<file path="config.mk">
export PLATFORM = sky130hd
export DESIGN_NAME = pbc_ctrl_reg
export DESIGN_NICKNAME = d
export VERILOG_FILES = /design/src/core/pbc_pkg.sv /design/src/core/pbc_ctrl_reg.sv /design/src/core/pbc_sc_timer.sv /design/src/core/pbc_link_cfg.sv
export SDC_FILE = /design/constraint.sdc
export NUM_CORES = 1
export LEC_CHECK = 0
export ABC_AREA = 1
export BUFFER_PORTS_ARGS = -buffer_cell sky130_fd_sc_hd__buf_4
export CAP_MARGIN = 5
export CORE_ASPECT_RATIO = 0.8
export CORE_MARGIN = 2
export CORE_UTILIZATION = 49
export DETAILED_ROUTE_END_ITERATION = 10
export GPL_ROUTABILITY_DRIVEN = 1
export PLACE_DENSITY_LB_ADDON = 0.15
export SYNTH_ARGS = -nofsm -noshare
export SYNTH_HDL_FRONTEND = slang
export SYNTH_HIERARCHICAL = 1
export SYNTH_SLANG_ARGS = --single-unit
export TNS_END_PERCENT = 100
</file>
<file path="constraint.sdc">
create_clock -name clock -period 1.49 [get_ports clock]
set_input_delay 0.0745 -clock clock [delete_from_list [all_inputs] [get_ports clock]]
set_output_delay 0.0745 -clock clock [all_outputs]
set_load 0.005 [all_outputs]
</file>
<file path="src/core/pbc_pkg.sv">
// Shared constants and types for the PHY basic control register block
package pbc_pkg;

  // ----------------------------------------------------------------
  // Timing
  // ----------------------------------------------------------------
  localparam int CLK_PERIOD_PS = 5000;
  // Time the PHY core spends in its internal reset
  localparam int PHY_RST_TIME_NS = 1000;
  localparam int PHY_RST_CYCLES = (PHY_RST_TIME_NS * 1000 + CLK_PERIOD_PS - 1) / CLK_PERIOD_PS;
  // Time the auto-negotiation restart request is held
  localparam int AN_RESTART_TIME_NS = 10;
  localparam int AN_RESTART_CYCLES =
      (AN_RESTART_TIME_NS * 1000 + CLK_PERIOD_PS - 1) / CLK_PERIOD_PS;

  // ----------------------------------------------------------------
  // Register map
  // ----------------------------------------------------------------
  localparam int MGMT_ADDR_W = 5;
  localparam int MGMT_DATA_W = 16;
  localparam logic [4:0] CTRL_ADDR = 5'h00;
  localparam logic [4:0] LOOP_CTRL_ADDR = 5'h13;
  localparam int LOOP_KIND_W = 2;

  // Field positions of the control register
  localparam int BIT_PHY_RST = 15;
  localparam int BIT_LOOPBACK = 14;
  localparam int BIT_SPD_LSB = 13;
  localparam int BIT_AUTONEG_ON = 12;
  localparam int BIT_PWR_DOWN = 11;
  localparam int BIT_ISOLATE = 10;
  localparam int BIT_AN_RESTART = 9;
  localparam int BIT_DUPLEX = 8;
  localparam int BIT_COLL_TEST = 7;
  localparam int BIT_SPD_MSB = 6;

  localparam logic [15:0] CTRL_RESET_VAL = 16'h1140;
  localparam logic [15:0] CTRL_RSVD_MASK = 16'h003f;

  // ----------------------------------------------------------------
  // Types
  // ----------------------------------------------------------------
  typedef enum logic [1:0] {
    SPD_10 = 2'b00,
    SPD_100 = 2'b01,
    SPD_1000 = 2'b10,
    SPD_RSVD = 2'b11
  } pbc_speed_t;

  typedef enum logic [1:0] {
    ST_RUN = 2'b01,
    ST_PHY_RST = 2'b10
  } pbc_state_t;

endpackage

</file>
<file path="src/core/pbc_ctrl_reg.sv">
// PHY basic control register at management address 0
// How it works
// - Writing one to bit 15 starts a full PHY reset immediately.
// - Bit 15 clears itself when the PHY reset completes.
// - Bit 14 is the master loopback enable, one on, zero off.
// - Loopback kind comes from the loopback control register, address 19.
// - Manual speed is bits 6 and 13: 00=10, 01=100, 10=1000, 11 reserved.
// - Manual speed acts only while auto-negotiation is disabled.
// - Bit 12 one runs auto-negotiation; zero uses the manual settings.
// - Bit 10 isolates the PHY from the MII or GMII.
// - Writing one to bit 9 restarts auto-negotiation, then clears itself.
// - Bit 8 chooses manual duplex, full when one, only without auto-negotiation.
// - Bit 7 enables the standard collision test.
// - Bits 5 to 0 read zero and ignore writes.
`timescale 1ns/1ps
module pbc_ctrl_reg
  import pbc_pkg::*;
#(
  parameter int RST_CYC = PHY_RST_CYCLES,
  parameter int ANR_CYC = AN_RESTART_CYCLES
) (
  input wire logic clock,
  input wire logic sys_rst,
  input wire logic [MGMT_ADDR_W-1:0] mgmt_addr,
  input wire logic mgmt_wr,
  input wire logic mgmt_rd,
  input wire logic [MGMT_DATA_W-1:0] mgmt_wdata,
  output logic [MGMT_DATA_W-1:0] mgmt_rdata,
  output logic mgmt_rvalid,
  input wire logic [LOOP_KIND_W-1:0] loop_kind_sel,
  input wire logic [1:0] an_speed,
  input wire logic an_full_duplex,
  output logic phy_rst_busy,
  output logic loopback_on,
  output logic [LOOP_KIND_W-1:0] loop_kind,
  output logic autoneg_on,
  output logic an_restart,
  output logic power_down,
  output logic isolate,
  output logic coll_test,
  output pbc_speed_t link_speed,
  output logic link_full_duplex
);

  pbc_state_t state;
  pbc_state_t next_state;
  logic [15:0] ctrl;
  logic [15:0] next_ctrl;
  logic [MGMT_DATA_W-1:0] next_rdata;
  logic next_rvalid;
  logic wr_hit;
  logic rst_start;
  logic rst_done;
  logic anr_start;
  logic anr_done;

  // ----------------------------------------------------------------
  // Register write and self-clearing control
  // ----------------------------------------------------------------
  assign wr_hit = mgmt_wr && (mgmt_addr == CTRL_ADDR);
  assign rst_start = wr_hit && (state == ST_RUN) && mgmt_wdata[BIT_PHY_RST];
  assign anr_start = wr_hit && (state == ST_RUN) && !mgmt_wdata[BIT_PHY_RST]
                     && mgmt_wdata[BIT_AN_RESTART];

  always_comb begin
    next_state = state;
    next_ctrl = ctrl;
    unique case (state)
      ST_RUN: begin
        if (rst_start) begin
          // Reset returns every field but bit 15 to its default while it runs
          next_ctrl = CTRL_RESET_VAL;
          next_ctrl[BIT_PHY_RST] = 1'b1;
          next_state = ST_PHY_RST;
        end else begin
          if (wr_hit) begin
            next_ctrl = mgmt_wdata & ~CTRL_RSVD_MASK;
          end
          // A fresh request wins over the end of the previous one
          next_ctrl[BIT_AN_RESTART] = anr_start ||
              (ctrl[BIT_AN_RESTART] && !anr_done);
        end
      end
      ST_PHY_RST: begin
        // Writes are ignored until the PHY reset completes
        if (rst_done) begin
          next_ctrl[BIT_PHY_RST] = 1'b0;
          next_state = ST_RUN;
        end
      end
    endcase
  end

  always_ff @(posedge clock) begin
    if (sys_rst) begin
      state <= ST_RUN;
      ctrl <= CTRL_RESET_VAL;
    end else begin
      state <= next_state;
      ctrl <= next_ctrl;
    end
  end

  // ----------------------------------------------------------------
  // Register read
  // ----------------------------------------------------------------
  always_comb begin
    next_rvalid = mgmt_rd && (mgmt_addr == CTRL_ADDR);
    next_rdata = next_rvalid ? (ctrl & ~CTRL_RSVD_MASK) : 16'h0000;
  end

  always_ff @(posedge clock) begin
    if (sys_rst) begin
      mgmt_rdata <= 16'h0000;
      mgmt_rvalid <= 1'b0;
    end else begin
      mgmt_rdata <= next_rdata;
      mgmt_rvalid <= next_rvalid;
    end
  end

  // ----------------------------------------------------------------
  // Timers and link settings
  // ----------------------------------------------------------------
  pbc_sc_timer #(.CYCLES(RST_CYC)) u_rst_timer (
    .clock(clock),
    .sys_rst(sys_rst),
    .start(rst_start),
    .busy(),
    .done(rst_done)
  );

  pbc_sc_timer #(.CYCLES(ANR_CYC)) u_anr_timer (
    .clock(clock),
    .sys_rst(sys_rst),
    .start(anr_start),
    .busy(),
    .done(anr_done)
  );

  pbc_link_cfg u_link_cfg (
    .clock(clock),
    .sys_rst(sys_rst),
    .autoneg_on(ctrl[BIT_AUTONEG_ON]),
    .man_speed({ctrl[BIT_SPD_MSB], ctrl[BIT_SPD_LSB]}),
    .man_full_duplex(ctrl[BIT_DUPLEX]),
    .an_speed(an_speed),
    .an_full_duplex(an_full_duplex),
    .loop_en(ctrl[BIT_LOOPBACK]),
    .loop_kind_sel(loop_kind_sel),
    .link_speed(link_speed),
    .link_full_duplex(link_full_duplex),
    .loop_kind(loop_kind)
  );

  // ----------------------------------------------------------------
  // Control outputs
  // ----------------------------------------------------------------
  assign phy_rst_busy = ctrl[BIT_PHY_RST];
  assign loopback_on = ctrl[BIT_LOOPBACK];
  assign autoneg_on = ctrl[BIT_AUTONEG_ON];
  assign an_restart = ctrl[BIT_AN_RESTART];
  assign power_down = ctrl[BIT_PWR_DOWN];
  assign isolate = ctrl[BIT_ISOLATE];
  assign coll_test = ctrl[BIT_COLL_TEST];

  // ----------------------------------------------------------------
  // Checks
  // ----------------------------------------------------------------
  logic [15:0] rst_hi_cnt;

  always_ff @(posedge clock) begin
    if (sys_rst || !ctrl[BIT_PHY_RST]) begin
      rst_hi_cnt <= 16'h0000;
    end else begin
      rst_hi_cnt <= rst_hi_cnt + 16'h0001;
    end
  end

  rst_start_a: assert property (@(posedge clock) disable iff (sys_rst)
    rst_start |=> phy_rst_busy && (state == ST_PHY_RST) && autoneg_on && !loopback_on)
    else $error("PHY reset did not start on write");

  rst_clear_a: assert property (@(posedge clock) disable iff (sys_rst)
    rst_hi_cnt <= 16'(RST_CYC))
    else $error("PHY reset bit not cleared in time");

  loop_kind_a: assert property (@(posedge clock) disable iff (sys_rst)
    ##1 loop_kind == ($past(loopback_on) ? $past(loop_kind_sel) : '0))
    else $error("Loopback kind does not follow enable and selection");

  man_speed_a: assert property (@(posedge clock) disable iff (sys_rst)
    !autoneg_on |=> link_speed == $past({ctrl[BIT_SPD_MSB], ctrl[BIT_SPD_LSB]}))
    else $error("Manual speed not applied");

  an_link_a: assert property (@(posedge clock) disable iff (sys_rst)
    autoneg_on |=> (link_speed == $past(an_speed))
                   && (link_full_duplex == $past(an_full_duplex)))
    else $error("Negotiated settings not applied");

  man_duplex_a: assert property (@(posedge clock) disable iff (sys_rst)
    !autoneg_on |=> link_full_duplex == $past(ctrl[BIT_DUPLEX]))
    else $error("Manual duplex not applied");

  mode_write_a: assert property (@(posedge clock) disable iff (sys_rst)
    wr_hit && (state == ST_RUN) && !mgmt_wdata[BIT_PHY_RST]
    |=> (isolate == $past(mgmt_wdata[BIT_ISOLATE]))
        && (power_down == $past(mgmt_wdata[BIT_PWR_DOWN]))
        && (coll_test == $past(mgmt_wdata[BIT_COLL_TEST])))
    else $error("Mode bits not taken from write");

  anr_clear_a: assert property (@(posedge clock) disable iff (sys_rst)
    $rose(an_restart) ##0 (!mgmt_wr) [*2] |-> ##1 !an_restart)
    else $error("Restart bit did not clear itself");

  rsvd_zero_a: assert property (@(posedge clock) disable iff (sys_rst)
    mgmt_rvalid |-> (mgmt_rdata[5:0] == 6'h00) && (ctrl[5:0] == 6'h00))
    else $error("Reserved field not zero");

  reset_val_a: assert property (@(posedge clock)
    $past(sys_rst) |-> autoneg_on && (ctrl == CTRL_RESET_VAL) && !phy_rst_busy)
    else $error("Wrong value after reset");

  // Counts how long the restart bit has stood, for the minimum length check
  logic [15:0] anr_hi_cnt;

  always_ff @(posedge clock) begin
    if (sys_rst || !ctrl[BIT_AN_RESTART]) begin
      anr_hi_cnt <= 16'h0000;
    end else begin
      anr_hi_cnt <= anr_hi_cnt + 16'h0001;
    end
  end

  read_data_a: assert property (@(posedge clock) disable iff (sys_rst)
    mgmt_rd && (mgmt_addr == CTRL_ADDR) |=> mgmt_rvalid && (mgmt_rdata == $past(ctrl)))
    else $error("Read data or valid wrong");

  read_idle_a: assert property (@(posedge clock) disable iff (sys_rst)
    !(mgmt_rd && (mgmt_addr == CTRL_ADDR)) |=> !mgmt_rvalid && (mgmt_rdata == 16'h0000))
    else $error("Read answer without a read");

  rst_hold_a: assert property (@(posedge clock) disable iff (sys_rst)
    (state == ST_PHY_RST) && !rst_done |=> phy_rst_busy)
    else $error("PHY reset bit cleared early");

  rst_freeze_a: assert property (@(posedge clock) disable iff (sys_rst)
    (state == ST_PHY_RST) |=> ctrl[14:0] == $past(ctrl[14:0]))
    else $error("Control changed during PHY reset");

  rst_defaults_a: assert property (@(posedge clock) disable iff (sys_rst)
    rst_start |=> (ctrl == (CTRL_RESET_VAL | 16'h8000)) && !an_restart)
    else $error("PHY reset did not load defaults");

  rst_end_a: assert property (@(posedge clock) disable iff (sys_rst)
    rst_done && (state == ST_PHY_RST) |=> !phy_rst_busy && (state == ST_RUN))
    else $error("PHY reset did not end");

  rst_full_a: assert property (@(posedge clock) disable iff (sys_rst)
    $fell(phy_rst_busy) |-> rst_hi_cnt == 16'(RST_CYC))
    else $error("PHY reset length wrong");

  loop_write_a: assert property (@(posedge clock) disable iff (sys_rst)
    wr_hit && (state == ST_RUN) && !mgmt_wdata[BIT_PHY_RST]
    |=> loopback_on == $past(mgmt_wdata[BIT_LOOPBACK]))
    else $error("Loopback enable not taken from write");

  an_write_a: assert property (@(posedge clock) disable iff (sys_rst)
    wr_hit && (state == ST_RUN) && !mgmt_wdata[BIT_PHY_RST]
    |=> autoneg_on == $past(mgmt_wdata[BIT_AUTONEG_ON]))
    else $error("Auto-negotiation enable not taken from write");

  duplex_write_a: assert property (@(posedge clock) disable iff (sys_rst)
    wr_hit && (state == ST_RUN) && !mgmt_wdata[BIT_PHY_RST]
    |=> ctrl[BIT_DUPLEX] == $past(mgmt_wdata[BIT_DUPLEX]))
    else $error("Duplex bit not taken from write");

  speed_write_a: assert property (@(posedge clock) disable iff (sys_rst)
    wr_hit && (state == ST_RUN) && !mgmt_wdata[BIT_PHY_RST]
    |=> {ctrl[BIT_SPD_MSB], ctrl[BIT_SPD_LSB]}
        == $past({mgmt_wdata[BIT_SPD_MSB], mgmt_wdata[BIT_SPD_LSB]}))
    else $error("Speed field not taken from write");

  anr_set_a: assert property (@(posedge clock) disable iff (sys_rst)
    anr_start |=> an_restart)
    else $error("Restart bit not set on write");

  anr_end_a: assert property (@(posedge clock) disable iff (sys_rst)
    anr_done && !anr_start |=> !an_restart)
    else $error("Restart bit outlived its timer");

  anr_full_a: assert property (@(posedge clock) disable iff (sys_rst)
    $fell(an_restart) && !$past(rst_start) |-> anr_hi_cnt >= 16'(ANR_CYC))
    else $error("Restart bit cleared too early");

  mode_hold_a: assert property (@(posedge clock) disable iff (sys_rst)
    !wr_hit && (state == ST_RUN)
    |=> $stable(isolate) && $stable(power_down) && $stable(coll_test))
    else $error("Mode bits changed without a write");

endmodule // pbc_ctrl_reg

</file>
<file path="src/core/pbc_sc_timer.sv">
// Countdown that times one self-clearing action
`timescale 1ns/1ps
module pbc_sc_timer
  import pbc_pkg::*;
#(
  parameter int CYCLES = 2
) (
  input wire logic clock,
  input wire logic sys_rst,
  input wire logic start,
  output logic busy,
  output logic done
);

  logic [15:0] cnt;
  logic [15:0] next_cnt;

  // ----------------------------------------------------------------
  // Counter
  // ----------------------------------------------------------------
  always_comb begin
    next_cnt = cnt;
    if (start) begin
      // A new start reloads, so it is never lost behind an ending run
      next_cnt = 16'(CYCLES);
    end else if (cnt != 16'h0000) begin
      next_cnt = cnt - 16'h0001;
    end
  end

  always_ff @(posedge clock) begin
    if (sys_rst) begin
      cnt <= 16'h0000;
    end else begin
      cnt <= next_cnt;
    end
  end

  assign busy = (cnt != 16'h0000);
  assign done = (cnt == 16'h0001) && !start;

endmodule // pbc_sc_timer

</file>
<file path="src/core/pbc_link_cfg.sv">
// Resolves the active link settings and loopback kind
`timescale 1ns/1ps
module pbc_link_cfg
  import pbc_pkg::*;
(
  input wire logic clock,
  input wire logic sys_rst,
  input wire logic autoneg_on,
  input wire logic [1:0] man_speed,
  input wire logic man_full_duplex,
  input wire logic [1:0] an_speed,
  input wire logic an_full_duplex,
  input wire logic loop_en,
  input wire logic [LOOP_KIND_W-1:0] loop_kind_sel,
  output pbc_speed_t link_speed,
  output logic link_full_duplex,
  output logic [LOOP_KIND_W-1:0] loop_kind
);

  pbc_speed_t next_link_speed;
  logic next_link_full_duplex;
  logic [LOOP_KIND_W-1:0] next_loop_kind;

  // ----------------------------------------------------------------
  // Selection
  // ----------------------------------------------------------------
  always_comb begin
    if (autoneg_on) begin
      next_link_speed = pbc_speed_t'(an_speed);
      next_link_full_duplex = an_full_duplex;
    end else begin
      next_link_speed = pbc_speed_t'(man_speed);
      next_link_full_duplex = man_full_duplex;
    end
    next_loop_kind = loop_en ? loop_kind_sel : '0;
  end

  always_ff @(posedge clock) begin
    if (sys_rst) begin
      link_speed <= SPD_1000;
      link_full_duplex <= 1'b1;
      loop_kind <= '0;
    end else begin
      link_speed <= next_link_speed;
      link_full_duplex <= next_link_full_duplex;
      loop_kind <= next_loop_kind;
    end
  end

endmodule // pbc_link_cfg

</file>
==> results.yml, run 1 <==
sta:
  hold_viol_final: 0
  clock.fmax_ghz: 0.6947
  hold_ws_ps: 26.81
  clock_skew_ps: 6.125
  maxSlewViolCount: 0
  setup_viol: 0
  timing.final.crit_share: 0.9661
  min_period_ps: 1439
global_routing:
  grt_pass1_wl_mm: 10.87
  track_usage: 0.2047
  antenna_found_initial: 0
  grt_pass1_vias: 2460
  grt_start_max_net_pins: 16
  grt.overflow.total: 0
critical_path:
  slowest_delay_ps: 320
  crit_type: "reg2reg"
  start_kind: "flip-flop"
  crit_required_ps: 1750
  cp_slowest_cell: "dfxtp_2"
  worst_setup_path_end_kind: "flip-flop"
  worstPathCellList: "inv_2 -> nor2_4 -> nand4_1 -> inv_2 -> buf_4 -> buf_4 -> nor2_4 -> clkinv_1 -> buf_6 -> nor3_2"
  worstPathMaxFanout: 10
  critPathArrivalTime_ps: 1700
layout:
  final_nets: 534
  antenna_cells: 0
  final_util: 0.6682
  drive_above_1_share: 0.2733
  layout.cells.non_filler: 586
  areaGrowthSynthToFinish_pct: 32.77
floorplan:
  core_um2: 5849
  die_x_um: 90.66
  rows: 25
  start_util: 0.5033
  die_area_um2: 6648
  fp.dieH_um: 73.33
  io_pins: 59
detailed_routing:
  totalWireLength_mm: 6.442
  drt_iter0_markers: 105
  remaining_drc_errors: 0
  drtPass1Iterations: 5
  via_per_inst: 4.606
  num_vias: 2699
  ant_nets: 0
  wl_per_cell_um: 10.99
synth:
  syn_area_per_cell_um2: 7.163
  synth_most_common_cell: "nand2_1"
  synth-seq-cells: 60
  yosys_warnings: 6
  synth.cells.most_frequent: "101 x nand2_1, 68 x nor2_1, 60 x dfxtp_1"
  async_reset_ff_frac: 0
  synth_cells: 411
  syn-cell-area_um2: 2944
  synth_area_leader_cell: "dfxtp_1"
  synth_ff_type: "dfxtp_1"
  ys_types: 32
  ys_seq_area_frac: 0.4080
  synth_edf_count: 0
  synth_top_area_frac: 0.4080
  yosys-top-cells-area: "dfxtp_1 41%, nand2_1 13%, nor2_1 8.7%, inv_1 7.1%, nand3_1 3.9%"
cts:
  cts_root_buffer: "clkbuf_8"
  cts.sinks: 60
  cts_tree: "yes"
  htree_levels: 3
  cts_buffers: 9
  clkTransAtPathRegs_ps: 70
  clk_latency_ps: 340
  clockBufferDepth: 2
power_and_ir_drop:
  ir_worst_vdd_mv: 1.114
  p_total_mw: 8.017
  powerDensity_nw_per_um2: 2051
  p_leak_nw: 1.958
job:
  cap_violations: 0
placement:
  dp.cells: 557
  hpwl_mm: 4.583
  place.gp.congestion: 0.8388
  port_buffers: 46
min_path:
  hold_class: "in2reg"
outcome:
  outcome: "complete, no violations"
final timing paths:
path             from                  to  slack, ps  depth (start not counted)
max          state[0]  u_anr_timer/cnt[8]         50                         10
max reg2reg  state[0]  u_anr_timer/cnt[8]         50                         10
min reg2reg  ctrl[13]      mgmt_rdata[13]        440                          2
min           sys_rst             ctrl[9]         30                          2
kinds of logic (layout without fill, tap and decap cells):
group,Yosys count,count (layout),synth area share
AOI/OAI and AO/OA,26,26,0.05185
xor gates and xnor gates,9,9,0.02677
adders and majority gates,4,4,0.01700
buffers and inverters,70,159,0.1028
DFF,60,60,0.4080
other,1,6,0.001274
and+or+nand+nor,241,241,0.3923
routing by layer:
layer	part of all wire	vias up	track usage	routed length, um
met4	0.011	0	0.05128	72
li1	-	1442	-	-
met5	0	-	0	0
met2	0.42	78	0.3201	2722
met3	0.058	6	0.07179	375
met1	0.51	1173	0.2741	3272
state kept, by name (all words and copies together) (netlist names):
name,flops
u_link_cfg/loop_kind,2
u_anr_timer/cnt,16
state,2
mgmt_rvalid,1
u_link_cfg/link_full_duplex,1
ctrl,10
u_rst_timer/cnt,16
mgmt_rdata,10
u_link_cfg/link_speed,2
repair_timing:
item | CTS | global route
pin swaps | 0 | 9
resized for setup | 2 | 21
endpoints found under the hold margin | 12 | 0
setup buffers | 0 | 1
hold buffers | 12 | 0
endpoints found under the setup margin | 2 | 9
worst max-delay path, delay by kind of cell (launching register included):
family | cells | cell delay, ps
buf+inv | 6 | 620
simple gates | 4 | 420
flops | 1 | 320
through the flow:
step                      worst slack [ps]  setup TNS, ps  cell area, um2
after detailed placement            -80.23         -241.5            3512
after global placement              -32.28         -32.28            3512
final                                50.54              0            3909
after global routing                -17.99         -43.59            3909
after floorplan                      61.05              0            2963
after CTS                            46.19              0            3837
layout by cell type, fill, tap and decap left out, drive strengths merged:
cell         synthesis  layout
clkbuf               0       9
buf                 10      71
o21ai                5       5
a21oi               16      16
nor3                 7       7
clkinv               2       6
nor2                85      85
or2                  1       1
xor2                 4       4
dlygate4sd3          0      12
and3                 2       2
conb                 1       6
ha                   4       4
xnor2                5       5
dfxtp               60      60
bufinv               0       1
inv                 58      60
nand3b               6       6
nand2              108     108
o21bai               1       1
nand3               24      24
nand4                8       8
o22ai                4       4
area by class of cell:
cell class              instances  area [um2]
clock buffers                   9       123.9
clock inverters                 7       75.07
fillers                       507        1941
inverters                      60       226.5
multi-input cells             286        1520
flip-flops and latches         60        1205
well taps                      81       101.3
repair buffers                 83       656.9
power by group:
part           internal [mW]  switching [mW]  leakage (nW)
clock network          0.783           0.683         0.104
registers               1.96           0.325         0.490
logic                   1.72            2.54          1.36
Power figures use the tool's default switching activity.
==> inputs of run 2 (changes only) <==
--- a/config.mk
+++ b/config.mk
@@ -12,3 +12,3 @@
 export CORE_MARGIN = 2
-export CORE_UTILIZATION = 49
+export CORE_UTILIZATION = 50
 export DETAILED_ROUTE_END_ITERATION = 10
==> constraint.sdc (replaced) <==
create_clock -name clock -period 1.75 [get_ports clock]
set_input_delay 0.0875 -clock clock [delete_from_list [all_inputs] [get_ports clock]]
set_output_delay 0.0875 -clock clock [all_outputs]
set_load 0.05 [all_outputs]
==> run 2 against run 1 <==
Net effect: combinational power down 24%; design area down 6.9%; wire length about the same; global-route usage up 0.84 points; die area down 1.9%; clock skew up 1.0 ps; setup slack better by 150 ps; via count down 1.9%; cell count down 4.4%; highest routed layer unchanged.
==> results.yml, run 2 (synthesis results as in run 1) <==
layout:
  antenna_cells: 0
  drive_above_1_share: 0.2054
  final_area_um2: 3640
  final_cell_mix: "101 x nand2_1, 68 x nor2_1, 60 x dfxtp_1, 56 x inv_1, 50 x buf_4"
  final_nets: 511
  layout.cells.non_filler: 560
  final_common_cell: "nand2_1"
  biggestRegsByFlops: "u_anr_timer/cnt (16), u_rst_timer/cnt (16)"
  areaGrowthSynthToFinish_pct: 23.63
placement:
  hpwl_mm: 4.660
  post-place-ws_ps: 98.41
  place.gp.congestion: 0.8502
  dp.cells: 534
  dpl-instance-area_um2: 3358
  port_buffers: 46
min_path:
  hold_class: "in2reg"
sta:
  tns_ps: 0
  maxSlewViolCount: 0
  finalWorstSetupSlack_ps: 198.8
  hold_viol_final: 0
  setup_viol: 0
  timing.final.crit_share: 0.8864
  clock_skew_ps: 7.137
  min_period_ps: 1551
  rsz0062_at_grt: "false"
  clock.fmax_ghz: 0.6447
job:
  cap_violations: 0
detailed_routing:
  wl_met1_mm: 3.171
  totalWireLength_mm: 6.448
  drtPass1Iterations: 4
  wl_per_cell_um: 11.51
  via_per_inst: 4.729
  drt_iter0_markers: 93
  wl_met3_um: 484
  num_vias: 2648
  route.met2.wl_mm: 2.737
  ant_nets: 0
  routed.top_layer: "met4"
  remaining_drc_errors: 0
outcome:
  outcome: "complete, no violations"
cts:
  clk_latency_ps: 330
  htree_levels: 3
  clockBufferDepth: 2
  cts_buffers: 9
  postCtsSetupBuffers: 0
  cts_tree: "yes"
  cts.sinks: 60
  cts_root_buffer: "clkbuf_8"
  clkTransAtPathRegs_ps: 80
global_routing:
  antenna_found_initial: 0
  grt_pass1_wl_mm: 11.01
  grt.overflow.total: 0
  track_usage: 0.2132
  grt_start_max_net_pins: 16
  grt_pass1_vias: 2457
floorplan:
  fp.dieH_um: 72.64
  rows: 24
  die_area_um2: 6522
  core_um2: 5555
  io_pins: 59
  die_x_um: 89.79
  start_util: 0.5300
critical_path:
  path_delay_family: "simple AND/OR/NAND/NOR gates"
  critPathMostFrequentCell: "nand2_1"
  start_kind: "flip-flop"
  cp_num_buf_inv: 1
  cp_slowest_cell: "dfxtp_1"
  slowest_delay_ps: 340
  crit_required_ps: 1970
  critPathArrivalTime_ps: 1780
  worstPathMaxFanout: 6
  worst_setup_path_end_kind: "flip-flop"
  crit_type: "reg2reg"
  worstPathCellList: "nor2_2 -> nand2_1 -> inv_1 -> nand2_1 -> nor3_1 -> o22ai_1 -> nand2_1 -> a21oi_1"
power_and_ir_drop:
  p_total_mw: 6.311
  ir_worst_vdd_mv: 1.039
  powerDensity_nw_per_um2: 1734
  p_leak_nw: 1.827
==> run 2: power breakdown <==
part	internal (mW)	switching, mW
Combinational	1.15	2.11
Clock	0.519	0.578
Sequential	1.67	0.292
Total	3.33	2.98
==> run 2: final cells by class <==
type                       count  area (um2)
timing repair buffer          60       475.5
clock inverter                 7       52.55
clock buffer                   9       123.9
tap                           78       97.59
multi-input combinational    286        1464
sequential                    60        1201
inverter                      60       225.2
fill                         498        1916
==> run 2: what timing repair did <==
item	CTS	global route
setup endpoints to repair	0	2
endpoints found under the hold margin	10	0
resized for setup	0	1
hold buffers	10	0
==> run 2: path summary, 6_finish.rpt <==
path / start / to / slack, ps / cells past startpoint
max: u_rst_timer/cnt[8] / ctrl[15] / 200 / 8
min: mgmt_wdata[13] / ctrl[13] / 10 / 3
max reg2reg: u_rst_timer/cnt[8] / ctrl[15] / 200 / 8
min reg2reg: ctrl[8] / mgmt_rdata[8] / 440 / 2
==> run 2: worst register-to-register path: cells and delay by family, from the launching register on <==
family          cells  cell delay (ps)
compound gates      2              190
simple gates        5              810
flops               1              340
buf+inv             1              120
==> run 2: stage by stage <==
stage / utilization / hold WS (ps)
floorplan: - / 156.6
global placement: 0.6045 / 303.5
detailed placement: 0.6045 / 308.8
CTS: 0.6543 / 0.07563
global route: 0.6552 / 16.16
finish: 0.6552 / 14.84
==> run 2: layer usage <==
layer  vias to the layer above  global-route usage
met5                         -                   0
met4                         0             0.05812
met3                         6             0.07955
met2                        81              0.3375
met1                      1170              0.2785
li1                       1391                   -
